--- src/design/srsf_pkg.sv ---
// constants, bus carrier and state types for the receive status flag block
package srsf_pkg;
  localparam int SRSF_AW = 5;
  localparam int SRSF_DW = 24;
  // register byte offsets
  localparam logic [4:0] SRSF_OFF_STATUS = 5'h00;
  localparam logic [4:0] SRSF_OFF_RXDATA = 5'h04;
  localparam logic [4:0] SRSF_OFF_CTRL = 5'h08;
  localparam logic [4:0] SRSF_OFF_INT_STAT = 5'h0c;
  localparam logic [4:0] SRSF_OFF_INT_MASK = 5'h10;
  // serial_status bit positions
  localparam int SRSF_BIT_NINTH = 7;
  localparam int SRSF_BIT_FRAMING = 6;
  localparam int SRSF_BIT_PARITY = 5;
  localparam int SRSF_BIT_OVERRUN = 4;
  localparam int SRSF_BIT_IDLE = 3;
  localparam int SRSF_BIT_FULL = 2;
  // control register fields
  localparam int SRSF_CTRL_MODE_LSB = 0;
  localparam int SRSF_CTRL_IDLE_IE = 3;
  localparam int SRSF_CTRL_INDIV_RST = 4;
  localparam logic [4:0] SRSF_CTRL_RESET = 5'h02;
  // interrupt status bit positions
  localparam int SRSF_INT_RX_FULL = 0;
  localparam int SRSF_INT_ERROR = 1;
  localparam int SRSF_INT_IDLE = 2;
  localparam logic [2:0] SRSF_INT_RESET = 3'h0;
  // word format codes
  localparam logic [2:0] SRSF_MODE_SYNC8 = 3'h0;
  localparam logic [2:0] SRSF_MODE_ASYNC10 = 3'h2;
  localparam logic [2:0] SRSF_MODE_PAR_EVEN = 3'h4;
  localparam logic [2:0] SRSF_MODE_PAR_ODD = 3'h5;
  localparam logic [2:0] SRSF_MODE_MULTIDROP = 3'h6;
  // idle line: ones counted in bit times
  localparam logic [3:0] SRSF_IDLE_ONES_10 = 4'ha;
  localparam logic [3:0] SRSF_IDLE_ONES_11 = 4'hb;
  localparam logic [3:0] SRSF_DATA_BITS = 4'h8;
  // clock cycles per serial bit time
  localparam int SRSF_BIT_CYCLES = 16;

  typedef struct packed {
    logic [4:0] addr;
    logic [23:0] wdata;
    logic wr;
    logic rd;
  } srsf_bus_req_t;

  typedef enum logic [1:0] {SRSF_RX_WAIT, SRSF_RX_START, SRSF_RX_DATA, SRSF_RX_STOP} srsf_rx_st_t;

  typedef struct packed {
    logic rxd_meta;
    logic rxd_sync;
    srsf_rx_st_t rx_st;
    logic [7:0] bit_cyc;
    logic [3:0] bit_num;
    logic [8:0] shift;
    logic [3:0] idle_ones;
    logic [7:0] idle_cyc;
    logic [7:0] rx_data;
    logic ninth;
    logic framing;
    logic parity;
    logic overrun;
    logic idle;
    logic full;
    logic clr_armed;
    logic [4:0] ctrl;
    logic [2:0] int_stat;
    logic [2:0] int_mask;
    logic [23:0] rd_data;
  } srsf_state_t;
endpackage

--- src/design/srsf_rx_status.sv ---
// receive shift logic and status flags of the serial communication interface receiver
//
// Decided for this implementation: the address map and the strobed register port.
`timescale 1ns/10ps
module srsf_rx_status
  import srsf_pkg::*;
#(
  parameter int BIT_CYCLES = SRSF_BIT_CYCLES
)
(
  input wire logic sys_clk,
  input wire logic rst_b,
  input wire srsf_bus_req_t bus_req,
  output logic [23:0] rd_data,
  input wire logic rxd,
  input wire logic sw_reset,
  input wire logic stop_req,
  output logic irq
);
  localparam logic [7:0] BIT_LAST = 8'(BIT_CYCLES - 1);
  localparam logic [7:0] BIT_HALF = 8'(BIT_CYCLES / 2 - 1);

  srsf_state_t s;
  srsf_state_t next_s;

  logic rd_status;
  logic rd_rxdata;
  logic frame_done;
  logic frame_fe;
  logic word_moved;
  logic flag_clear;
  logic [2:0] mode;
  logic is_async;
  logic has_extra;
  logic is_parity;
  logic [3:0] frame_bits;
  logic [3:0] idle_target;
  logic [7:0] word;
  logic bad_parity;
  logic [2:0] events;
  logic [2:0] w1c;

  assign rd_data = s.rd_data;
  assign irq = |(s.int_stat & s.int_mask);

  always_comb
  begin
    next_s = s;
    next_s.rd_data = 24'h000000;
    next_s.rxd_meta = rxd;
    next_s.rxd_sync = s.rxd_meta;
    mode = s.ctrl[SRSF_CTRL_MODE_LSB +: 3];
    is_async = (mode != SRSF_MODE_SYNC8);
    is_parity = (mode == SRSF_MODE_PAR_EVEN) || (mode == SRSF_MODE_PAR_ODD);
    has_extra = is_parity || (mode == SRSF_MODE_MULTIDROP);
    frame_bits = has_extra ? SRSF_DATA_BITS + 4'h1 : SRSF_DATA_BITS;
    idle_target = has_extra ? SRSF_IDLE_ONES_11 : SRSF_IDLE_ONES_10;
    rd_status = bus_req.rd && (bus_req.addr == SRSF_OFF_STATUS);
    rd_rxdata = bus_req.rd && (bus_req.addr == SRSF_OFF_RXDATA);
    flag_clear = sw_reset || stop_req
      || (bus_req.wr && (bus_req.addr == SRSF_OFF_CTRL) && bus_req.wdata[SRSF_CTRL_INDIV_RST]);
    frame_done = 1'b0;
    frame_fe = 1'b0;
    word_moved = 1'b0;
    // nine bit shifter: an eight bit frame leaves the data one place higher
    word = has_extra ? s.shift[7:0] : s.shift[8:1];
    bad_parity = 1'b0;
    if (mode == SRSF_MODE_PAR_EVEN)
    begin
      bad_parity = ^s.shift;
    end
    else if (mode == SRSF_MODE_PAR_ODD)
    begin
      bad_parity = ~^s.shift;
    end
    events = 3'h0;

    // receive frame timing, sampled in the middle of each bit
    next_s.bit_cyc = (s.bit_cyc == 8'h00) ? BIT_LAST : s.bit_cyc - 8'h01;
    case (s.rx_st)
      SRSF_RX_WAIT:
      begin
        next_s.bit_cyc = BIT_HALF;
        if (!s.rxd_sync)
        begin
          next_s.rx_st = SRSF_RX_START;
          next_s.idle = 1'b0;
        end
      end
      SRSF_RX_START:
      begin
        if (s.bit_cyc == 8'h00)
        begin
          next_s.bit_num = 4'h0;
          // a glitch shorter than half a bit is not a start bit
          next_s.rx_st = s.rxd_sync ? SRSF_RX_WAIT : SRSF_RX_DATA;
        end
      end
      SRSF_RX_DATA:
      begin
        if (s.bit_cyc == 8'h00)
        begin
          next_s.shift = {s.rxd_sync, s.shift[8:1]};
          next_s.bit_num = s.bit_num + 4'h1;
          if (s.bit_num == frame_bits - 4'h1)
          begin
            next_s.rx_st = is_async ? SRSF_RX_STOP : SRSF_RX_WAIT;
          end
        end
      end
      SRSF_RX_STOP:
      begin
        if (s.bit_cyc == 8'h00)
        begin
          next_s.rx_st = SRSF_RX_WAIT;
        end
      end
      default:
      begin
        next_s.rx_st = SRSF_RX_WAIT;
      end
    endcase
    // synchronous words have no stop bit, so they end on their last data bit
    if (!is_async && s.rx_st == SRSF_RX_DATA && s.bit_cyc == 8'h00
        && s.bit_num == frame_bits - 4'h1)
    begin
      frame_done = 1'b1;
    end
    if (s.rx_st == SRSF_RX_STOP && s.bit_cyc == 8'h00)
    begin
      frame_done = 1'b1;
      frame_fe = !s.rxd_sync;
    end
    if (!is_async)
    begin
      frame_fe = 1'b0;
    end

    // idle line: ones counted only while no frame is in progress
    if (s.rx_st != SRSF_RX_WAIT || !s.rxd_sync)
    begin
      next_s.idle_cyc = 8'h00;
      next_s.idle_ones = 4'h0;
    end
    else if (s.idle_ones != idle_target)
    begin
      next_s.idle_cyc = (s.idle_cyc == BIT_LAST) ? 8'h00 : s.idle_cyc + 8'h01;
      if (s.idle_cyc == BIT_LAST)
      begin
        next_s.idle_ones = s.idle_ones + 4'h1;
      end
    end
    if (s.rx_st == SRSF_RX_WAIT && s.rxd_sync && s.idle_ones == idle_target)
    begin
      next_s.idle = 1'b1;
    end

    // software side of the flags; hardware sets below win over these clears
    if (rd_status)
    begin
      next_s.clr_armed = 1'b1;
    end
    if (rd_rxdata)
    begin
      next_s.full = 1'b0;
      next_s.clr_armed = 1'b0;
      if (s.clr_armed)
      begin
        next_s.framing = 1'b0;
        next_s.parity = 1'b0;
        next_s.overrun = 1'b0;
      end
    end

    if (frame_done)
    begin
      if (s.full)
      begin
        next_s.overrun = 1'b1;
        next_s.framing = 1'b0;
        next_s.parity = 1'b0;
        events[SRSF_INT_ERROR] = 1'b1;
      end
      else if (!s.framing)
      begin
        word_moved = 1'b1;
        next_s.rx_data = word;
        next_s.full = 1'b1;
        next_s.framing = frame_fe;
        next_s.parity = next_s.parity || (is_parity && bad_parity);
        if (mode == SRSF_MODE_MULTIDROP)
        begin
          next_s.ninth = s.shift[8];
        end
        events[SRSF_INT_RX_FULL] = 1'b1;
        events[SRSF_INT_ERROR] = frame_fe || (is_parity && bad_parity);
      end
    end
    events[SRSF_INT_IDLE] = next_s.idle && !s.idle && s.ctrl[SRSF_CTRL_IDLE_IE];

    // any of the three reset sources drops the receiver and its flags
    if (flag_clear)
    begin
      next_s.ninth = 1'b0;
      next_s.framing = 1'b0;
      next_s.parity = 1'b0;
      next_s.overrun = 1'b0;
      next_s.full = 1'b0;
      next_s.idle = 1'b0;
      next_s.clr_armed = 1'b0;
      next_s.rx_st = SRSF_RX_WAIT;
      next_s.idle_ones = 4'h0;
      next_s.idle_cyc = 8'h00;
      events = 3'h0;
    end

    // register writes
    w1c = 3'h0;
    if (bus_req.wr)
    begin
      case (bus_req.addr)
        SRSF_OFF_CTRL:
        begin
          next_s.ctrl = {1'b0, bus_req.wdata[3:0]};
        end
        SRSF_OFF_INT_STAT:
        begin
          w1c = bus_req.wdata[2:0];
        end
        SRSF_OFF_INT_MASK:
        begin
          next_s.int_mask = bus_req.wdata[2:0];
        end
        default:
        begin
          w1c = 3'h0;
        end
      endcase
    end
    // an event in the cycle of its clear stays set
    next_s.int_stat = (s.int_stat & ~w1c) | events;

    // register reads, answered in the following cycle
    if (bus_req.rd)
    begin
      case (bus_req.addr)
        SRSF_OFF_STATUS:
        begin
          next_s.rd_data = {16'h0000, s.ninth, s.framing, s.parity, s.overrun,
            s.idle, s.full, 2'h0};
        end
        SRSF_OFF_RXDATA:
        begin
          next_s.rd_data = {16'h0000, s.rx_data};
        end
        SRSF_OFF_CTRL:
        begin
          next_s.rd_data = {19'h00000, s.ctrl};
        end
        SRSF_OFF_INT_STAT:
        begin
          next_s.rd_data = {21'h000000, s.int_stat};
        end
        SRSF_OFF_INT_MASK:
        begin
          next_s.rd_data = {21'h000000, s.int_mask};
        end
        default:
        begin
          next_s.rd_data = 24'h000000;
        end
      endcase
    end
  end

  always_ff @(posedge sys_clk or negedge rst_b)
  begin
    if (!rst_b)
    begin
      s <= '0;
      s.rxd_meta <= 1'b1;
      s.rxd_sync <= 1'b1;
      s.rx_st <= SRSF_RX_WAIT;
      s.ctrl <= SRSF_CTRL_RESET;
      s.int_stat <= SRSF_INT_RESET;
    end
    else
    begin
      s <= next_s;
    end
  end

  property p_reserved_zero;
    @(posedge sys_clk) disable iff (!rst_b)
    rd_status |=> (rd_data[23:8] == 16'h0000);
  endproperty
  a_reserved_zero: assert property (p_reserved_zero)
    else $error("reserved status bits not zero");

  property p_ninth_kept_on_read;
    @(posedge sys_clk) disable iff (!rst_b)
    (bus_req.rd && !frame_done && !flag_clear) |=> $stable(s.ninth);
  endproperty
  a_ninth_kept_on_read: assert property (p_ninth_kept_on_read)
    else $error("ninth bit changed by a read");

  property p_reset_clears;
    @(posedge sys_clk) disable iff (!rst_b)
    (sw_reset || stop_req) |=> !(s.ninth || s.framing || s.parity || s.overrun);
  endproperty
  a_reset_clears: assert property (p_reset_clears)
    else $error("flags survived reset or stop");

  property p_framing_blocks;
    @(posedge sys_clk) disable iff (!rst_b)
    (frame_done && s.framing && !s.full) |=> $stable(s.rx_data) && !s.full;
  endproperty
  a_framing_blocks: assert property (p_framing_blocks)
    else $error("word entered data register past framing error");

  property p_sync_no_framing;
    @(posedge sys_clk) disable iff (!rst_b)
    (frame_done && mode == SRSF_MODE_SYNC8 && !s.framing) |=> !s.framing;
  endproperty
  a_sync_no_framing: assert property (p_sync_no_framing)
    else $error("framing error in synchronous mode");

  property p_overrun_keeps_data;
    @(posedge sys_clk) disable iff (!rst_b)
    (frame_done && s.full && !flag_clear) |=> s.overrun && $stable(s.rx_data);
  endproperty
  a_overrun_keeps_data: assert property (p_overrun_keeps_data)
    else $error("overrun not flagged or data overwritten");

  property p_overrun_priority;
    @(posedge sys_clk) disable iff (!rst_b)
    (frame_done && s.full) |=> !s.framing && !s.parity;
  endproperty
  a_overrun_priority: assert property (p_overrun_priority)
    else $error("framing or parity beside overrun");

  property p_clear_sequence;
    @(posedge sys_clk) disable iff (!rst_b)
    (rd_status && !frame_done) ##1 (!bus_req.rd && !frame_done) ##1 (rd_rxdata && !frame_done) |=>
      !s.framing && !s.parity && !s.overrun && !s.clr_armed;
  endproperty
  a_clear_sequence: assert property (p_clear_sequence)
    else $error("error flags not cleared by read sequence");

  property p_full_on_move;
    @(posedge sys_clk) disable iff (!rst_b)
    (word_moved && !flag_clear) |=> s.full && (s.rx_data == $past(word));
  endproperty
  a_full_on_move: assert property (p_full_on_move)
    else $error("data full not set on transfer");
endmodule

--- config.mk ---
export PLATFORM = sky130hd
export DESIGN_NAME = srsf_rx_status
export DESIGN_NICKNAME = d
export VERILOG_FILES = /design/src/design/srsf_pkg.sv /design/src/design/srsf_rx_status.sv
export SDC_FILE = /design/constraint.sdc
export NUM_CORES = 1
export LEC_CHECK = 0
export BUFFER_PORTS_ARGS = -buffer_cell sky130_fd_sc_hd__buf_2
export CORE_MARGIN = 2
export CORE_UTILIZATION = 57
export DETAILED_ROUTE_END_ITERATION = 16
export PLACE_DENSITY = 0.89
export RECOVER_POWER = 50
export REMOVE_ABC_BUFFERS = 1
export SETUP_SLACK_MARGIN = 0.05
export SYNTH_ARGS = -nofsm -noshare
export SYNTH_HDL_FRONTEND = slang
export SYNTH_SLANG_ARGS = --single-unit
--- constraint.sdc ---
create_clock -name sys_clk -period 2.6 [get_ports sys_clk]
set_input_delay 0.26 -clock sys_clk [delete_from_list [all_inputs] [get_ports sys_clk]]
set_output_delay 0.26 -clock sys_clk [all_outputs]
set_load 0.01 [all_outputs]
# After elaboration in Yosys (flattened, before gate mapping)
# Cells that the tools add are included.
[classes] n_addsub=5 n_eq_ne=23 mux=54 bitwise=6 reduce_logical=45
[op_table] operator="8-bit 2-to-1 mux" n=5
[op_table] operator="8-bit one-hot mux with 5 select lines" n=1
[op_table] operator="12-bit 2-to-1 mux" n=3
[op_table] operator="2-bit 2-to-1 mux" n=12
[op_table] operator="1-bit 2-to-1 mux" n=20
[op_table] operator="3-bit 2-to-1 mux" n=6
[op_table] operator="3-bit != test, second input constant" n=5
[op_table] operator="1-bit logical AND" n=13
[op_table] operator="13-bit 2-to-1 mux" n=1
[op_table] operator="4-bit 2-to-1 mux" n=3
[op_table] operator="3-bit nonzero test" n=4
[op_table] operator="5-bit by 4-bit equality test with 1-bit output, second input constant" n=2
[op_table] operator="3-bit equality test, second input constant" n=3
[op_table] operator="9-bit XNOR reduction" n=1
[op_table] operator="9-bit parity" n=1
[op_table] operator="4-bit by 1-bit adder with 4-bit output, second input constant" n=2
[op_table] operator="8-bit by 1-bit adder with 8-bit output, second input constant" n=1
[op_table] operator="4-bit equality test" n=2
[op_table] operator="8-bit by 4-bit equality test with 1-bit output, second input constant" n=1
[op_table] operator="8-bit zero test" n=1
[op_table] operator="2-bit one-hot mux with 4 select lines" n=1
[op_table] operator="4-bit one-hot mux with 2 select lines" n=1
[op_table] operator="2-bit AND reduction" n=4
[op_table] operator="2-bit nonzero test" n=4
[op_table] operator="other kinds (22)" n=36
[word_totals] reg_bits=86 input_bits=36

# Depth between registers and ports, before layout
# Gate-level depths: netlist of run 1.
[logic_depth] depth_word=12 depth_mapped=8 depth_no_buf=7

# Worst setup path before layout of run 1
# No wires, ideal clock.
[synth_timing] path_type="flip-flop to flip-flop" startpoint="register s[75] (netlist name)" endpoint="register s[48] (netlist name)" arrival_ps=1870 required_time_ps=2523 setup_slack_ps=652 path_stages_with_launch=9 n_path_buf=1 synth_period_minus_slack_ps=1948 cell_sequence="dfrtp_1 > inv_1 > ha_1 > nor2b_1 > nand3_1 > nor4_4 > buf_2 > nor2_1 > a21oi_1"
[synth_between] elab_chain_cells=6
[synth_lines] item="start, declared" line="srsf_rx_status.sv:23" rtl="srsf_state_t s;"
[synth_lines] item="start signal, assigned" line="srsf_rx_status.sv:289" rtl="s <= next_s;"
[synth_lines] item="8-bit zero test (*)" line="srsf_rx_status.sv:124, srsf_rx_status.sv:129"
[synth_lines] item="1-bit logical AND" line="srsf_rx_status.sv:124" rtl="if (!is_async && s.rx_st == SRSF_RX_DATA && s.bit_cyc == 8'h00"
[synth_lines] item="1-bit logical AND" line="srsf_rx_status.sv:125" rtl="&& s.bit_num == frame_bits - 4'h1)"
[synth_lines] item="1-bit 2-to-1 mux" line="srsf_rx_status.sv:124"
[synth_lines] item="1-bit 2-to-1 mux (*)" line="srsf_rx_status.sv:129" rtl="if (s.rx_st == SRSF_RX_STOP && s.bit_cyc == 8'h00)"
[synth_lines] item="3-bit AND reduction (no source line) (*)"
# Mark *: on every way between the ends. The rest lies on a longest branch, timed or not.
# A chain may end at the register's enable or synchronous reset.

# Worst setup path in the final report of run 1
[layout_timing] startpoint="register s[75] (netlist name)" endpoint="register s[44] (netlist name)"
# The elaborated chain is that of the path after synthesis.

==> results of run 1 <==
## cell usage in the layout (no fill, tap or decap), types with 3 or more instances in the layout
cell type   n
clkbuf_8   10
buf_4       6
mux2i_1    13
and3_1      6
o21ai_0    10
nand2_1    25
a21oi_1    20
xnor2_1    10
clkbuf_1    5
nor2b_1     3
nand4_1     4
nand3_1     7
ha_1        9
conb_1     16
dfrtp_1    67
nand3b_1    4
a22oi_1     7
dfstp_2     3
a22o_1      3
a222oi_1    3
xor2_1      8
nor2_1     41
buf_2      22
mux2_2     19
nor3_1      8
inv_1       8
## flip-flops by register name (all words and copies together) (netlist names)
signal and flops:
s 58, mode 3, next_s 1, rd_data 8
## cells by family (layout without fill, tap and decap cells)
kind of cell | Yosys count | after routing | synth area share
fa+ha+maj | 9 | 9 | 0.0302
compound gates | 64 | 64 | 0.113
buf+inv | 40 | 56 | 0.0670
simple gates | 118 | 118 | 0.171
mux | 32 | 32 | 0.0921
xor+xnor | 20 | 20 | 0.0556
other cells | 1 | 16 | 0.00100
flops | 70 | 70 | 0.470
## power groups by stage
stage | Sequential (mW) | Clock, mW | Combinational, mW
floorplan | 1.16 | 0 | 0.128
global placement | 1.17 | 0 | 0.193
detailed placement | 1.17 | 0 | 0.200
global route | 1.16 | 1.03 | 0.222
finish | 1.16 | 0.957 | 0.202
CTS | 1.15 | 0.966 | 0.202
## final cells by class
cell class                 count  area (µm²)
clock buffer                  12         145
clock inverter                 4        70.1
fill                         486        2280
inverter                       8        30.0
multi-input combinational    259        1790
sequential                    70        1760
tap                           77        96.3
timing repair buffer          32         186
## worst max-delay path by stage
stage / from / end / cells past startpoint
2_1_floorplan: s[75] / s[41] / 7
3_3_place_gp: s[75] / s[42] / 8
3_5_place_dp: s[75] / s[44] / 8
4_1_cts: s[75] / s[44] / 8
5_1_grt: s[75] / s[83] / 7
6_report: s[75] / s[44] / 8
## metal layers
layer	GRT usage	wire [µm]
met3	0.0506	489
met4	0.0779	137
met1	0.296	3170
met5	0	0
met2	0.325	3430
## per-stage QoR
| stage | total power [mW] | setup slack, ns | instances | instance area, µm² |
|---|---|---|---|---|
| after CTS | 2.32 | 0.499 | 462 | 4070 |
| final | 2.31 | 0.475 | 462 | 4070 |
| after floorplan | 1.29 | 0.466 | 337 | 3570 |
| after global placement | 1.37 | 0.613 | 446 | 3860 |
| after global routing | 2.41 | 0.285 | 462 | 4070 |
| after detailed placement | 1.37 | 0.527 | 446 | 3860 |
==> out/results.ini, run 1 <==
[status]
status = complete, but fails checks
violations = max-capacitance violations, max-slew violations

[global_routing]
grt_pass1_vias = 2574
grt_pass1_wl_mm = 12.1
grt_max_degree = 38
antenna_found_initial = 0
grt_overflow = 0
grt_usage = 0.212

[power]
ir_worst_vdd_mv = 0.452
p_seq_frac = 0.499
power.switching_uw = 549
internal-power_mw = 1.77
pwr-share-comb = 0.087
clkPwrFrac = 0.413
cellLeakagePower_nw = 1.86
powerDensity_nw_per_um2 = 569
switching_share = 0.237

[worst_setup_path]
regToRegStartpoint = s[75]
reg2reg_to = s[44]
crit_fanout = 18
path_buf_inv = 2
path_class = reg -> reg
cp_cell_sequence = inv_1, ha_1, nor2b_1, nand3_1, nor4_4, buf_4, nor2_1, a21oi_1
cp.arrival_ns = 2.39
cpPeakStageDelay_ns = 0.41
cp-end-kind = register
cpMaxStageDelayCell = dfrtp_1
reg2regPathDepth = 8
reg2reg_setup_slack_ns = 0.48
startpoint_type = register
required_ns = 2.86
cpLargestDelayFamily = simple AND/OR/NAND/NOR gates

[placement]
globalplace.congestion = 0.859
portBuffers = 25
dp_hpwl_mm = 5.20

[cts]
htreeDepth = 3
cts_buffers = 9
clk_path_buf_depth = 2
cts_num_sinks = 70
ctsResizeCount = 0
clkLatencyLatePin_ns = 0.34
ctsHoldBuffers = 0
cts_tree = yes
post-cts-setup-buffers = 0
clk_pin_slew_ns = 0.07
cts-root-buf = clkbuf_8

[drt]
wirelength_mm = 7.23
via_per_inst = 5.94
vias = 2746
ant_nets = 0
drtPass1Iterations = 5
drc = 0
drtIter0Drc = 238
wire_per_inst_um = 15.6

[timing]
tightest_slew_ns = 1.93
rsz0062_at_grt = no
max_clock_freq_ghz = 0.471
timing.final.crit_period_ns = 2.12
min_period_over_period = 0.817
hold_ws_ns = 0.0158
slew_viol_final = 34
setup-tns-final_ns = 0
skew_ns = 0.00815
slew-limit-headroom = -0.285
finalSetupViolCount = 0
hold_viol_final = 0

[synthesis]
synth.top_cells.by_area = dfrtp_1, mux2_2, buf_4
post-synth-top-count-cell = dfrtp_1
yosysWarnings = 0
yosysSeqAreaShare = 0.470
syn_area_um2 = 3730
yosys.cell_types.count = 60
synth-edff-count = 0
synthTopCellsByCount = dfrtp_1, nor2_1, nand2_1, buf_4, a21oi_1
synth-seq-cells = 70
async_flop_share = 1.00
synth_area_per_cell_um2 = 10.6
yosysTopAreaCell = dfrtp_1
ys.flop_type = dfrtp_1
netlist_instances = 354
yosysTopAreaCellShare = 0.449

[finish]
antenna_cells = 0
num-nets-final = 425
layout-drive-gt1-share = 0.203
area_growth_syn_to_layout_pct = 8.94
finalCoreUtilization = 0.641

[die]
die_area_um2 = 7220
initial_utilization = 0.588
die_y_um = 84.9
dieWidth_um = 84.9
pin_count = 61
core-area_um2 = 6350
fp-row-count = 29

[min_path]
worstHoldPathType = in -> reg
whs_endpoint = next_s[85]
holdCritStartpoint = rxd
holdPathStages = 1

[flow_run]
drv_cap = 1

(Power assumes the default switching activity.)
==> run 2: changes to the inputs <==
--- a/config.mk
+++ b/config.mk
@@ -7,9 +7,9 @@
 export LEC_CHECK = 0
 export BUFFER_PORTS_ARGS = -buffer_cell sky130_fd_sc_hd__buf_2
 export CORE_MARGIN = 2
-export CORE_UTILIZATION = 57
+export CORE_UTILIZATION = 51
 export DETAILED_ROUTE_END_ITERATION = 16
-export PLACE_DENSITY = 0.89
+export PLACE_DENSITY = 0.85
 export RECOVER_POWER = 50
 export REMOVE_ABC_BUFFERS = 1
 export SETUP_SLACK_MARGIN = 0.05
==> constraint.sdc (replaced) <==
create_clock -name sys_clk -period 1.75 [get_ports sys_clk]
set_input_delay 0.175 -clock sys_clk [delete_from_list [all_inputs] [get_ports sys_clk]]
set_output_delay 0.175 -clock sys_clk [all_outputs]
set_load 0.01 [all_outputs]
==> run 2 against run 1 <==
Against the previous run:
- the run ends with negative setup slack left
- via count rose by 13%
- largest power group unchanged
- routed wire length rose by 35%
- first-iteration DRC count up 25%
==> out/results.ini, run 2 (same netlist as run 1, synthesis figures left out) <==
[placement]
portBuffers = 25  ; unchanged
dp_hpwl_mm = 5.41  ; +4.1%
dp_slack_ns = -0.179  ; -0.706 ns
post-place-cells = 496  ; +11%
globalplace.congestion = 0.844  ; -1.7%

[timing]
fin_ws_ns = -0.0420  ; -0.517 ns
setup-tns-final_ns = -0.177  ; -0.177 ns
slew_viol_final = 0  ; -100%
timing.final.crit_period_ns = 1.79  ; -0.333 ns
min_period_over_period = 1.02  ; +0.207
hold_ws_ns = 0.0628  ; +0.0470 ns
hold_viol_final = 0  ; unchanged
skew_ns = 0.0102  ; +0.00208 ns
max_clock_freq_ghz = 0.558  ; +19%
rsz0062_at_grt = yes
tightest_slew_ns = 0.956  ; -0.971 ns
slew-limit-headroom = 0.363  ; +0.647
finalSetupViolCount = 8  ; +8

[finish]
final_cell_mix = dfrtp_1, buf_4, nor2_1
area_growth_syn_to_layout_pct = 28.3
layout_commonest_cell = dfrtp_1
regMostFlops = s
fillers = 459  ; -5.6%
largest_reg_flops = 58  ; unchanged
num-nets-final = 469  ; +10%
layout-drive-gt1-share = 0.396  ; +0.194
antenna_cells = 0  ; unchanged
fin_cells = 528  ; +14%

[cts]
cts_buffers = 9  ; unchanged
clk_pin_slew_ns = 0.08  ; about the same
htreeDepth = 3  ; unchanged
cts-root-buf = clkbuf_8
cts_num_sinks = 70  ; unchanged
cts_tree = yes
clkLatencyLatePin_ns = 0.36  ; +0.02 ns
clk_path_buf_depth = 2  ; unchanged

[global_routing]
antenna_found_initial = 0  ; unchanged
grt_max_degree = 71  ; +87%
grt_pass1_wl_mm = 13.9  ; +15%
grt_usage = 0.228  ; +0.0162
grt_pass1_vias = 2885  ; +12%
grt_overflow = 0  ; unchanged

[min_path]
whs_endpoint = s[33]
worstHoldPathType = in -> reg
holdCritStartpoint = bus_req[5]
holdPathStages = 2  ; +1

[die]
die_y_um = 89.6  ; +5.5%
die_area_um2 = 8020  ; +11%
pin_count = 61  ; unchanged
initial_utilization = 0.520  ; -0.0677
fp-row-count = 31  ; +6.9%
dieWidth_um = 89.6  ; +5.5%
core-area_um2 = 7180  ; +13%

[status]
violations = negative setup slack
status = complete, but fails checks

[drt]
ant_nets = 0  ; unchanged
vias = 3114  ; +13%
drc = 0  ; unchanged
wirelength_mm = 9.75  ; +35%
drtIter0Drc = 297  ; +25%
wire_per_inst_um = 18.5  ; +18%
drtPass1Iterations = 6  ; +1
via_per_inst = 5.90  ; -0.77%

[worst_setup_path]
regToRegStartpoint = mode[1]
reg2regPathDepth = 6  ; -2
reg2reg_to = s[84]
cp-end-kind = register
path_class = reg -> reg
reg2reg_setup_slack_ns = -0.04  ; -0.52 ns
cp.arrival_ns = 2.09  ; -0.30 ns
startpoint_type = register
required_ns = 2.04  ; -0.82 ns
crit_fanout = 6  ; -12

[power]
cellLeakagePower_nw = 2.14  ; +15%
total_power_mw = 3.69  ; +59%
powerDensity_nw_per_um2 = 770  ; +35%
ir_worst_vdd_mv = 0.339  ; -25%

[flow_run]
drv_cap = 0  ; -1

==> run 2: layout make-up <==
type                            count  area [µm²]  share of cell area
Clock inverter                      3        65.1              0.0136
Multi-Input combinational cell    259        2070               0.432
Inverter                            8        30.0             0.00627
Tap cell                           99         124              0.0258
Timing Repair Buffer               76         578               0.121
Sequential cell                    70        1760               0.367
Clock buffer                       13         169              0.0352
==> run 2: per-stage QoR <==
| step | cell area [µm²] | util |
|---|---|---|
| after global routing | 4790 | 0.668 |
| after CTS | 4530 | 0.632 |
| after global placement | 4120 | 0.574 |
| final | 4790 | 0.668 |
| after detailed placement | 4120 | 0.574 |
| after floorplan | 3570 | - |
==> run 2: report_power, final <==
group / internal, mW / switching [mW] / leakage (nW)
Clock: 0.918 / 0.621 / 0.120
Combinational: 0.198 / 0.238 / 1.08
Sequential: 1.66 / 0.0508 / 0.943
==> run 2: critical path: stages (launching register included) <==
cell      delay (ns)
dfstp_2         0.66
a21boi_4        0.12
buf_4           0.16
mux2i_1         0.12
o22ai_2         0.25
nor4b_4         0.28
a31o_2          0.14
==> run 2: worst max-delay path by stage <==
stage | cells after the start | end | start
6_report | 6 | s[84] | mode[1]
5_1_grt | 9 | s[28] | s[76]
4_1_cts | 9 | s[28] | s[76]
3_5_place_dp | 9 | s[28] | s[75]
3_3_place_gp | 8 | s[66] | s[75]
2_1_floorplan | 7 | s[41] | s[75]
==> run 2: metal layers <==
| layer | global-route usage | routed length (µm) |
|---|---|---|
| met5 | 0 | 0 |
| met4 | 0.0936 | 350 |
| met3 | 0.0558 | 555 |
| met2 | 0.389 | 5140 |
| met1 | 0.277 | 3700 |
==> run 2: timing repair <==
item | in CTS | in global routing
setup endpoints to repair | 32 | 42
hold endpoints to repair | 68 | 0
cloned | 1 | 1
pin swaps | 5 | 19
gates resized for setup | 27 | 54
setup buffers | 5 | 10
hold buffers | 2 | 0
